$ cat src/verilog/ddr2_pd_pkg.sv
package ddr2_pd_pkg;
  localparam int ADDR_W = 14;
  localparam int CNT_W = 8;
  localparam int SYNC_STAGES = 3;
  // command flags are delayed to line up with the filtered cke level
  localparam int CMD_DLY = SYNC_STAGES + 1;
  localparam int CMD_W = 6;
  localparam int CMD_NOP = 0;
  localparam int CMD_ACT = 1;
  localparam int CMD_PRE = 2;
  localparam int CMD_REF = 3;
  localparam int CMD_BUSY = 4;
  localparam int CMD_READ = 5;
  localparam int MR_SLOW_EXIT_BIT = 12;
  localparam int EMR_RTT_HI_BIT = 6;
  localparam int EMR_RTT_LO_BIT = 2;
  localparam logic [1:0] RTT_OFF = 2'h0;
  localparam int TCK_PS = 8000;
  localparam int TMOD_NS = 12;
  localparam int TMOD_CYC = (TMOD_NS * 1000 + TCK_PS - 1) / TCK_PS;
  localparam int ANPD_CYC = 3;
  localparam int AXPD_CYC = 8;
  localparam int AOND_CYC = 2;
  localparam int AOFD_CYC = 3;
  localparam int FREQ_WAIT_CYC = 2;

  typedef enum logic [6:0] {
    ST_ACTIVE   = 7'h01,
    ST_PD_FAST  = 7'h02,
    ST_PD_SLOW  = 7'h04,
    ST_PD_PRE   = 7'h08,
    ST_SELF_REF = 7'h10,
    ST_RESET    = 7'h20,
    ST_INIT     = 7'h40
  } pwr_state_t;

  typedef enum logic [2:0] {
    LC_NONE = 3'h1,
    LC_ACT  = 3'h2,
    LC_PRE  = 3'h4
  } last_cmd_t;
endpackage

$ cat src/verilog/timer_if.sv
`timescale 1ns/1ps
interface timer_if;
  import ddr2_pd_pkg::*;
  logic start;
  logic [CNT_W-1:0] load;
  logic busy;
  modport owner(output start, output load, input busy);
  modport timer(input start, input load, output busy);
endinterface
$ cat src/verilog/ddr2_pd_odt_ctrl.sv
`timescale 1ns/1ps
module ddr2_pd_odt_ctrl
  import ddr2_pd_pkg::*;
#(
  parameter int ANPD = ANPD_CYC,
  parameter int AXPD = AXPD_CYC,
  parameter int AOND = AOND_CYC,
  parameter int AOFD = AOFD_CYC,
  parameter int TMOD = TMOD_CYC
)
(
  // clock and reset
  input wire logic clk_in,
  input wire logic srst_in,
  input wire logic ce_in,
  // pins
  input wire logic cke_pin_in,
  input wire logic odt_pin_in,
  // decoded command, same clock
  input wire logic cmd_nop_in,
  input wire logic cmd_act_in,
  input wire logic cmd_pre_in,
  input wire logic cmd_ref_in,
  input wire logic cmd_mr_in,
  input wire logic cmd_emr_in,
  input wire logic [ADDR_W-1:0] addr_in,
  input wire logic burst_busy_in,
  input wire logic burst_read_in,
  input wire logic rows_open_in,
  // status
  output pwr_state_t pwr_state_out,
  output logic term_on_out,
  output logic term_async_out,
  output logic [1:0] rtt_out,
  output logic in_reset_out,
  output logic burst_resume_out,
  output logic freq_change_ok_out
);
  logic [SYNC_STAGES-1:0] cke_s, odt_s, next_cke_s, next_odt_s;
  logic cke_lvl, odt_lvl, next_cke_lvl, next_odt_lvl;
  logic [CMD_W-1:0] cmd_d [CMD_DLY];
  logic [CMD_W-1:0] next_cmd_d [CMD_DLY];

  always_comb begin
    next_cke_s = {cke_s[SYNC_STAGES-2:0], cke_pin_in};
    next_odt_s = {odt_s[SYNC_STAGES-2:0], odt_pin_in};
    next_cke_lvl = cke_lvl;
    next_odt_lvl = odt_lvl;
    if (cke_s[1] == cke_s[2]) begin
      next_cke_lvl = cke_s[2];
    end
    if (odt_s[1] == odt_s[2]) begin
      next_odt_lvl = odt_s[2];
    end
    next_cmd_d[0] = {burst_read_in, burst_busy_in, cmd_ref_in, cmd_pre_in, cmd_act_in, cmd_nop_in};
    for (int i = 1; i < CMD_DLY; i++) begin
      next_cmd_d[i] = cmd_d[i-1];
    end
  end

  always_ff @(posedge clk_in) begin
    if (srst_in) begin
      cke_s <= '0;
      odt_s <= '0;
      cke_lvl <= 1'b0;
      odt_lvl <= 1'b0;
      for (int i = 0; i < CMD_DLY; i++) begin
        cmd_d[i] <= '0;
      end
    end else if (ce_in) begin
      cke_s <= next_cke_s;
      odt_s <= next_odt_s;
      cke_lvl <= next_cke_lvl;
      odt_lvl <= next_odt_lvl;
      cmd_d <= next_cmd_d;
    end
  end

  logic [CMD_W-1:0] cmd;
  assign cmd = cmd_d[CMD_DLY-1];

  timer_if tmod_t ();
  timer_if axpd_t ();

  down_timer u_tmod (
    .clk_in(clk_in),
    .srst_in(srst_in),
    .ce_in(ce_in),
    .tmr(tmod_t.timer)
  );

  down_timer u_axpd (
    .clk_in(clk_in),
    .srst_in(srst_in),
    .ce_in(ce_in),
    .tmr(axpd_t.timer)
  );

  pwr_state_t state, next_state;
  last_cmd_t last_cmd, next_last_cmd;
  logic cke_prev, slow_exit, next_slow_exit, exit_slow, next_exit_slow;
  logic late_async, next_late_async, read_cut, next_read_cut;
  logic [1:0] rtt, next_rtt, rtt_pend_val, next_rtt_pend_val;
  logic rtt_pend, next_rtt_pend;
  logic [AOFD-1:0] odt_pipe, next_odt_pipe;
  logic [CNT_W-1:0] odt_age, next_odt_age, pd_cnt, next_pd_cnt;
  logic odt_prev;
  logic term, next_term, next_term_async, next_resume, next_freq_ok;
  logic cke_fall, cke_rise, odt_usable, async_on, async_off, odt_recent;

  assign cke_fall = cke_prev & ~cke_lvl;
  assign cke_rise = ~cke_prev & cke_lvl;
  // an odt move seen in this very cycle counts as inside the window
  assign odt_recent = odt_lvl != odt_prev || odt_age < CNT_W'(ANPD);
  assign tmod_t.load = CNT_W'(TMOD);
  assign axpd_t.load = CNT_W'(AXPD);
  assign tmod_t.start = ce_in && cmd_emr_in && state != ST_RESET;
  assign axpd_t.start = ce_in && cke_rise &&
    (state == ST_PD_FAST || state == ST_PD_SLOW || state == ST_PD_PRE);

  // termination allowed: enabled, settled, not in self refresh, reset or init
  assign odt_usable = rtt != RTT_OFF && !rtt_pend && !tmod_t.busy &&
    (state == ST_ACTIVE || state == ST_PD_FAST || state == ST_PD_SLOW || state == ST_PD_PRE);
  assign async_on = state == ST_PD_SLOW || state == ST_PD_PRE || late_async ||
    (axpd_t.busy && exit_slow);
  assign async_off = state == ST_PD_SLOW || state == ST_PD_PRE || late_async ||
    axpd_t.busy;

  always_comb begin
    next_state = state;
    next_last_cmd = last_cmd;
    next_slow_exit = slow_exit;
    next_exit_slow = exit_slow;
    next_late_async = late_async;
    next_read_cut = read_cut;
    next_rtt = rtt;
    next_rtt_pend = rtt_pend;
    next_rtt_pend_val = rtt_pend_val;
    next_resume = 1'b0;
    next_odt_pipe = {odt_pipe[AOFD-2:0], odt_lvl};
    next_odt_age = odt_age;
    next_pd_cnt = '0;
    if (odt_lvl != odt_prev) begin
      next_odt_age = 8'h01;
    end else if (odt_age < CNT_W'(ANPD)) begin
      next_odt_age = odt_age + 8'h01;
    end
    if (cmd[CMD_ACT]) begin
      next_last_cmd = LC_ACT;
    end else if (cmd[CMD_PRE]) begin
      next_last_cmd = LC_PRE;
    end else if (!cmd[CMD_NOP]) begin
      next_last_cmd = LC_NONE;
    end
    if (state != ST_RESET) begin
      if (cmd_mr_in) begin
        next_slow_exit = addr_in[MR_SLOW_EXIT_BIT];
      end
      if (cmd_emr_in) begin
        next_rtt_pend = 1'b1;
        next_rtt_pend_val = {addr_in[EMR_RTT_HI_BIT], addr_in[EMR_RTT_LO_BIT]};
      end else if (rtt_pend && !tmod_t.busy) begin
        next_rtt_pend = 1'b0;
        next_rtt = rtt_pend_val;
      end
    end
    case (state)
      ST_ACTIVE: begin
        if (cke_fall) begin
          if ((!cmd[CMD_NOP] && !cmd[CMD_REF]) || cmd[CMD_BUSY]) begin
            next_state = ST_RESET;
            next_read_cut = cmd[CMD_BUSY] && cmd[CMD_READ];
          end else if (cmd[CMD_REF]) begin
            next_state = ST_SELF_REF;
          end else begin
            next_late_async = odt_recent;
            if (last_cmd == LC_PRE || (last_cmd != LC_ACT && !rows_open_in)) begin
              next_state = ST_PD_PRE;
            end else if (slow_exit) begin
              next_state = ST_PD_SLOW;
            end else begin
              next_state = ST_PD_FAST;
            end
          end
        end
      end
      ST_PD_FAST, ST_PD_SLOW, ST_PD_PRE: begin
        if (state == ST_PD_PRE && pd_cnt < CNT_W'(FREQ_WAIT_CYC)) begin
          next_pd_cnt = pd_cnt + 8'h01;
        end else if (state == ST_PD_PRE) begin
          next_pd_cnt = pd_cnt;
        end
        if (cke_rise) begin
          next_state = ST_ACTIVE;
          next_exit_slow = state != ST_PD_FAST;
          next_late_async = 1'b0;
        end
      end
      ST_SELF_REF: begin
        if (cke_rise) begin
          next_state = ST_ACTIVE;
        end
      end
      ST_RESET: begin
        if (cke_rise) begin
          next_state = ST_INIT;
          next_resume = read_cut;
          next_read_cut = 1'b0;
        end
      end
      ST_INIT: begin
        if (cmd_mr_in) begin
          next_state = ST_ACTIVE;
        end
      end
      default: begin
        next_state = ST_RESET;
      end
    endcase
    if (next_state == ST_RESET) begin
      next_rtt = RTT_OFF;
      next_rtt_pend = 1'b0;
      next_late_async = 1'b0;
    end
    next_term = 1'b0;
    if (odt_usable && !term) begin
      next_term = async_on ? odt_lvl : odt_pipe[AOND-1];
    end else if (odt_usable) begin
      next_term = async_off ? odt_lvl : odt_pipe[AOFD-1];
    end
    next_term_async = next_term ? async_on : async_off;
    next_freq_ok = state == ST_PD_PRE && pd_cnt >= CNT_W'(FREQ_WAIT_CYC) && !odt_lvl;
  end

  always_ff @(posedge clk_in) begin
    if (srst_in) begin
      state <= ST_INIT;
      last_cmd <= LC_NONE;
      cke_prev <= 1'b0;
      odt_prev <= 1'b0;
      slow_exit <= 1'b0;
      exit_slow <= 1'b0;
      late_async <= 1'b0;
      read_cut <= 1'b0;
      rtt <= RTT_OFF;
      rtt_pend <= 1'b0;
      rtt_pend_val <= RTT_OFF;
      odt_pipe <= '0;
      odt_age <= '0;
      pd_cnt <= '0;
      term <= 1'b0;
      term_async_out <= 1'b0;
      burst_resume_out <= 1'b0;
      freq_change_ok_out <= 1'b0;
      in_reset_out <= 1'b0;
    end else if (ce_in) begin
      state <= next_state;
      last_cmd <= next_last_cmd;
      cke_prev <= cke_lvl;
      odt_prev <= odt_lvl;
      slow_exit <= next_slow_exit;
      exit_slow <= next_exit_slow;
      late_async <= next_late_async;
      read_cut <= next_read_cut;
      rtt <= next_rtt;
      rtt_pend <= next_rtt_pend;
      rtt_pend_val <= next_rtt_pend_val;
      odt_pipe <= next_odt_pipe;
      odt_age <= next_odt_age;
      pd_cnt <= next_pd_cnt;
      term <= next_term;
      term_async_out <= next_term_async;
      burst_resume_out <= next_resume;
      freq_change_ok_out <= next_freq_ok;
      in_reset_out <= next_state == ST_RESET;
    end
  end

  assign pwr_state_out = state;
  assign term_on_out = term;
  assign rtt_out = rtt;

  AST_PD_PRE_ENTRY: assert property (@(posedge clk_in) disable iff (srst_in)
    (ce_in && state == ST_ACTIVE && cke_fall && cmd[CMD_NOP] && !cmd[CMD_BUSY]
      && last_cmd == LC_PRE) |=> state == ST_PD_PRE)
    else $error("precharge power-down not entered after precharge");
  AST_ACT_PD_ENTRY: assert property (@(posedge clk_in) disable iff (srst_in)
    (ce_in && state == ST_ACTIVE && cke_fall && cmd[CMD_NOP] && !cmd[CMD_BUSY]
      && last_cmd == LC_ACT) |=> (state == ST_PD_FAST || state == ST_PD_SLOW))
    else $error("active power-down not entered after activate");
  AST_RESET_ENTRY: assert property (@(posedge clk_in) disable iff (srst_in)
    (ce_in && state == ST_ACTIVE && cke_fall && cmd[CMD_BUSY])
      |=> state == ST_RESET && in_reset_out && rtt_out == RTT_OFF)
    else $error("burst cut by cke did not enter reset");
  AST_RESET_DEAF: assert property (@(posedge clk_in) disable iff (srst_in)
    (state == ST_RESET && $past(state) == ST_RESET && ce_in && cmd_emr_in)
      |=> !rtt_pend && rtt_out == RTT_OFF)
    else $error("mode write taken during reset");
  AST_RESUME: assert property (@(posedge clk_in) disable iff (srst_in)
    (ce_in && state == ST_RESET && read_cut && cke_rise)
      |=> burst_resume_out && state == ST_INIT)
    else $error("interrupted read not resumed");
  AST_SELF_REF_OFF: assert property (@(posedge clk_in) disable iff (srst_in)
    (state == ST_SELF_REF && $past(state) == ST_SELF_REF) |-> !term_on_out)
    else $error("termination on in self refresh");
  AST_SYNC_ON: assert property (@(posedge clk_in) disable iff (srst_in)
    (ce_in && state == ST_ACTIVE && !axpd_t.busy && !late_async && odt_usable && !term
      && odt_pipe[AOND-1]) |=> term_on_out && !term_async_out)
    else $error("synchronous turn-on missed");
  AST_ASYNC_PD: assert property (@(posedge clk_in) disable iff (srst_in)
    (ce_in && (state == ST_PD_PRE || state == ST_PD_SLOW) && odt_usable && !term && odt_lvl)
      |=> term_on_out && term_async_out)
    else $error("asynchronous turn-on missed in power-down");
  AST_LATE_CHANGE: assert property (@(posedge clk_in) disable iff (srst_in)
    (ce_in && state == ST_ACTIVE && cke_fall && cmd[CMD_NOP] && !cmd[CMD_BUSY]
      && odt_recent) |=> late_async)
    else $error("late odt change not made asynchronous");
  AST_AXPD_OFF: assert property (@(posedge clk_in) disable iff (srst_in)
    (ce_in && state == ST_ACTIVE && axpd_t.busy && term && odt_usable && !odt_lvl)
      |=> !term_on_out)
    else $error("early turn-off after exit not asynchronous");
  AST_RTT_UPDATE: assert property (@(posedge clk_in) disable iff (srst_in)
    (cmd_emr_in && ce_in && state == ST_ACTIVE)
      ##1 (ce_in && !cmd_emr_in && state != ST_RESET)[*4]
      |-> rtt_out == {$past(addr_in[EMR_RTT_HI_BIT], 4), $past(addr_in[EMR_RTT_LO_BIT], 4)})
    else $error("termination value not updated after tMOD");
endmodule

$ cat src/verilog/down_timer.sv
`timescale 1ns/1ps
module down_timer
  import ddr2_pd_pkg::*;
(
  // clock and reset
  input wire logic clk_in,
  input wire logic srst_in,
  input wire logic ce_in,
  // control
  timer_if.timer tmr
);
  logic [CNT_W-1:0] cnt;
  logic [CNT_W-1:0] next_cnt;

  always_comb begin
    next_cnt = cnt;
    if (tmr.start) begin
      next_cnt = tmr.load;
    end else if (cnt != '0) begin
      next_cnt = cnt - 8'h01;
    end
  end

  always_ff @(posedge clk_in) begin
    if (srst_in) begin
      cnt <= '0;
    end else if (ce_in) begin
      cnt <= next_cnt;
    end
  end

  assign tmr.busy = (cnt != '0);
endmodule

$ cat config.mk
export PLATFORM = sky130hd
export DESIGN_NAME = ddr2_pd_odt_ctrl
export DESIGN_NICKNAME = d
export VERILOG_FILES = /design/src/verilog/ddr2_pd_pkg.sv /design/src/verilog/timer_if.sv /design/src/verilog/ddr2_pd_odt_ctrl.sv /design/src/verilog/down_timer.sv
export SDC_FILE = /design/constraint.sdc
export NUM_CORES = 1
export LEC_CHECK = 0
export ABC_AREA = 1
export BUFFER_PORTS_ARGS = -buffer_cell sky130_fd_sc_hd__buf_2
export CORE_MARGIN = 10
export CORE_UTILIZATION = 55
export CTS_BUF_LIST = sky130_fd_sc_hd__clkbuf_8
export DETAILED_ROUTE_END_ITERATION = 8
export PLACE_DENSITY = 0.8
export SETUP_SLACK_MARGIN = 0.5
export SYNTH_ARGS = -nofsm -noshare
export SYNTH_HDL_FRONTEND = slang
export SYNTH_SLANG_ARGS = --single-unit
$ cat constraint.sdc
create_clock -name clk_in -period 1.6 [get_ports clk_in]
set_input_delay 0.32 -clock clk_in [delete_from_list [all_inputs] [get_ports clk_in]]
set_output_delay 0.32 -clock clk_in [all_outputs]
set_load 0.05 [all_outputs]
==> metrics.txt <==
detailed-route via count 4258; Yosys reg bits between 90 and 100; routability congestion estimate from global placement around 0.94; P_leak 2.47 nW; f_max 0.562 GHz; WS Path Type flop to flop; Max Cap Viol 0; initial core utilization 57.6%; initial antenna violation count 0; slowest cell on the critical path dfxtp_4; overall power 0.00748 W; DR DRC count 0; pin count of the biggest net entering global routing 50; Post-Syn Instances 564; via density per instance 5.65; sequential share of the synthesized area 43.4%; placeable core region ~7400 sq um; commonest cells after routing, fill and taps aside nor2_1 (80), dfxtp_1 (70), nand2_1 (58), buf_4 (48), inv_1 (46); Slew @ Worst Pin around 0.35 ns; row count 31; DR WL/cell 16.3 um; DR iter-0 viols 331; crit-path cells nor2_4 -> nand2_4 -> nor2_8 -> nand2_4 -> nand2_2 -> inv_4 -> nand2_4 -> nand2_4 -> nand2_4 -> nand2_2 -> nand2_1 -> nand2_1 -> nor2_2; commonest non-fill, non-tap cell in the layout nor2_1; die height roughly 110 um; final core occ 79.7%; Synth Area per Inst 7.52 sq um; Required @ worst endpoint 1.90 ns; Slew headroom about three quarters; Register Area 1890 sq um; VDD IR-drop max approximately 0.69 mV; CTS buffer count 9; pwr dens approximately 1300 nW/um^2; Final Max Slew Viols 0; FFs w/ async S/R, synth 0%; # fillers 423; Arrival @ worst endpoint 2.08 ns; vias in the first global route about 4k; Worst Skew 0.0116 ns; Top cell by count, worst path nand2_4; Synth cell types 44; unrepaired setup endpoints after global routing true; worst path buffer plus inverter count 1; first-pass GRT wire length 18100 um; fin crit period 1.78 ns; endpoints failing setup 13; cell family with most CP delay simple AND/OR/NAND/NOR gates; worst hold path class input port to flop; Max FO, Critical Path 5; EDFF count, synth 0; outcome complete, but fails checks; clock root cell clkbuf_8; Final Cycle Share 111%; CP max stage delay 0.39 ns; DIE WIDTH 108 um; failing checks negative setup slack; Hold Fails Final Rpt 0; total track usage about a fifth; Mapped Nets between 500 and 600; Synth Warn # 0; Detailed Place HPWL 6640 um; I/O pin count 42; clk sinks between 90 and 100; Final Worst Setup Slack -0.180 ns; hold buffer count at CTS 0; Nets approximately 680; Post-DRT Antenna Nets 0; Area growth syn-to-layout 38.5%; CTS tree yes; grt ovf 0; CP startpoint kind flop; # diodes 0; layout cells sized above 1 40.8%; area of the multi-input gates 2530 sq um; top_reg_cell synth dfxtp_1; Netlist Area Pre-Place 4240 sq um; Worst-path clk slew 0.10 ns; Clock Path Buffers 2; CP Capture Type flop; port bufs 30; H-tree depth 3; TritonRoute pass-1 iters 4; clk_lat worst skew between 0.3 and 0.4 ns; routed wire length roughly 12000 um; die area 11600 sq um
[cells in the mapped netlist, types with 3 or more instances]
library cell	count	area share [%]
inv_1	57	5.0
o21ai_0	55	6.5
nor4_1	4	0.59
nand2_4	8	2.1
nor3b_1	6	1.1
nor3_1	11	1.3
o21ai_1	3	0.35
nor2_1	94	8.3
clkbuf_1	11	0.97
xor2_1	3	0.62
nand3_1	22	2.6
dfxtp_1	92	43
ha_1	5	1.5
xnor2_1	3	0.62
a21oi_1	43	5.1
nand3_2	3	0.71
nand2_2	7	1.0
o211ai_1	4	0.71
nor2_4	7	1.9
nor2_2	7	1.0
buf_1	5	0.44
inv_2	10	0.89
nand2_1	71	6.3
nand4_1	7	1.0
[where the power goes]
part | leakage (nW) | total [W] | switching (W) | internal (W)
sequential | 0.766 | 0.00280 | 0.000231 | 0.00257
clock | 0.0988 | 0.00167 | 0.000924 | 0.000750
combinational | 1.61 | 0.00301 | 0.00175 | 0.00125
total | 2.47 | 0.00748 | 0.00291 | 0.00457
[area by class of cell]
| type | instances | area share (%) |
|---|---|---|
| Clock buffer | 9 | 2.11 |
| Multi-Input combinational cell | 386 | 43.0 |
| Timing Repair Buffer | 94 | 14.3 |
| Inverter | 67 | 4.79 |
| Tap cell | 99 | 2.11 |
| Clock inverter | 7 | 1.41 |
| Sequential cell | 92 | 32.2 |
[path summary, 6_finish.rpt]
check / startpoint / to / slack [ns] / cells past startpoint
worst max-delay path: pwr_state_out[3] / rtt_out[1] / -0.18 / 13
worst min-delay path: cmd_ref_in / cmd_d[21] / 0.17 / 3
worst max register to register: pwr_state_out[3] / rtt_out[1] / -0.18 / 13
worst min register to register: pd_cnt[3] / pd_cnt[3] / 0.44 / 2
[registers in the layout (all words and copies together), names as in the netlist, 2 cells and up]
name and flops:
cke_s 3, cmd 6, cmd_d 18, last_cmd 3
odt_age 8, odt_pipe 3, odt_s 3, pd_cnt 8
pwr_state_out 7, rtt_out 2, rtt_pend_val 2, u_axpd.cnt 8
u_tmod.cnt 8
[metrics by stage]
| stage | instance area (sq um) | hold WS (ns) | instances | setup WS (ns) | setup TNS [ns] |
|---|---|---|---|---|---|
| 2_1_floorplan | 4360 | 0.419 | 564 | 0.0839 | 0 |
| 3_3_place_gp | 4770 | 0.428 | 700 | 0.0440 | 0 |
| 3_5_place_dp | 4770 | 0.431 | 700 | -0.0491 | -0.0673 |
| 4_1_cts | 5490 | 0.159 | 737 | 0.00629 | 0 |
| 5_1_grt | 5870 | 0.173 | 754 | -0.245 | -2.29 |
| 6_report | 5870 | 0.173 | 754 | -0.180 | -0.740 |
[cell families (layout without fill, tap and decap cells)]
family / after synthesis / count (layout) / share of synthesized area, %
flops: 92 / 92 / 43.4
compound gates: 118 / 118 / 15.4
simple gates: 257 / 257 / 30.7
buf+inv: 86 / 177 / 7.82
fa+ha+maj: 5 / 5 / 1.47
xor+xnor: 6 / 6 / 1.24
[per-layer routing]
| layer | vias to the layer above | GRT usage, % | wire length [um] |
|---|---|---|---|
| met4 | 0 | 8.68 | 506 |
| met3 | 59 | 3.77 | 850 |
| met5 | - | 0 | 0 |
| met2 | 193 | 32.3 | 6080 |
| met1 | 1995 | 21.5 | 4810 |
| li1 | 2011 | - | - |
[worst reg2reg max path: stages, from the launching register on]
cell and delay, ns:
dfxtp_4 0.39, nor2_4 0.20, nand2_4 0.11, nor2_8 0.19, nand2_4 0.08, nand2_2 0.09
inv_4 0.05, nand2_4 0.07, nand2_4 0.09, nand2_4 0.09, nand2_2 0.08, nand2_1 0.10
nand2_1 0.08, nor2_2 0.11
[repair_timing]
item,CTS,global route
setup endpoints to repair,67,68
buffers inserted,21,17
pin swaps,29,28
resized for setup,106,75
No activity file was read; power rests on OpenSTA's default activity.
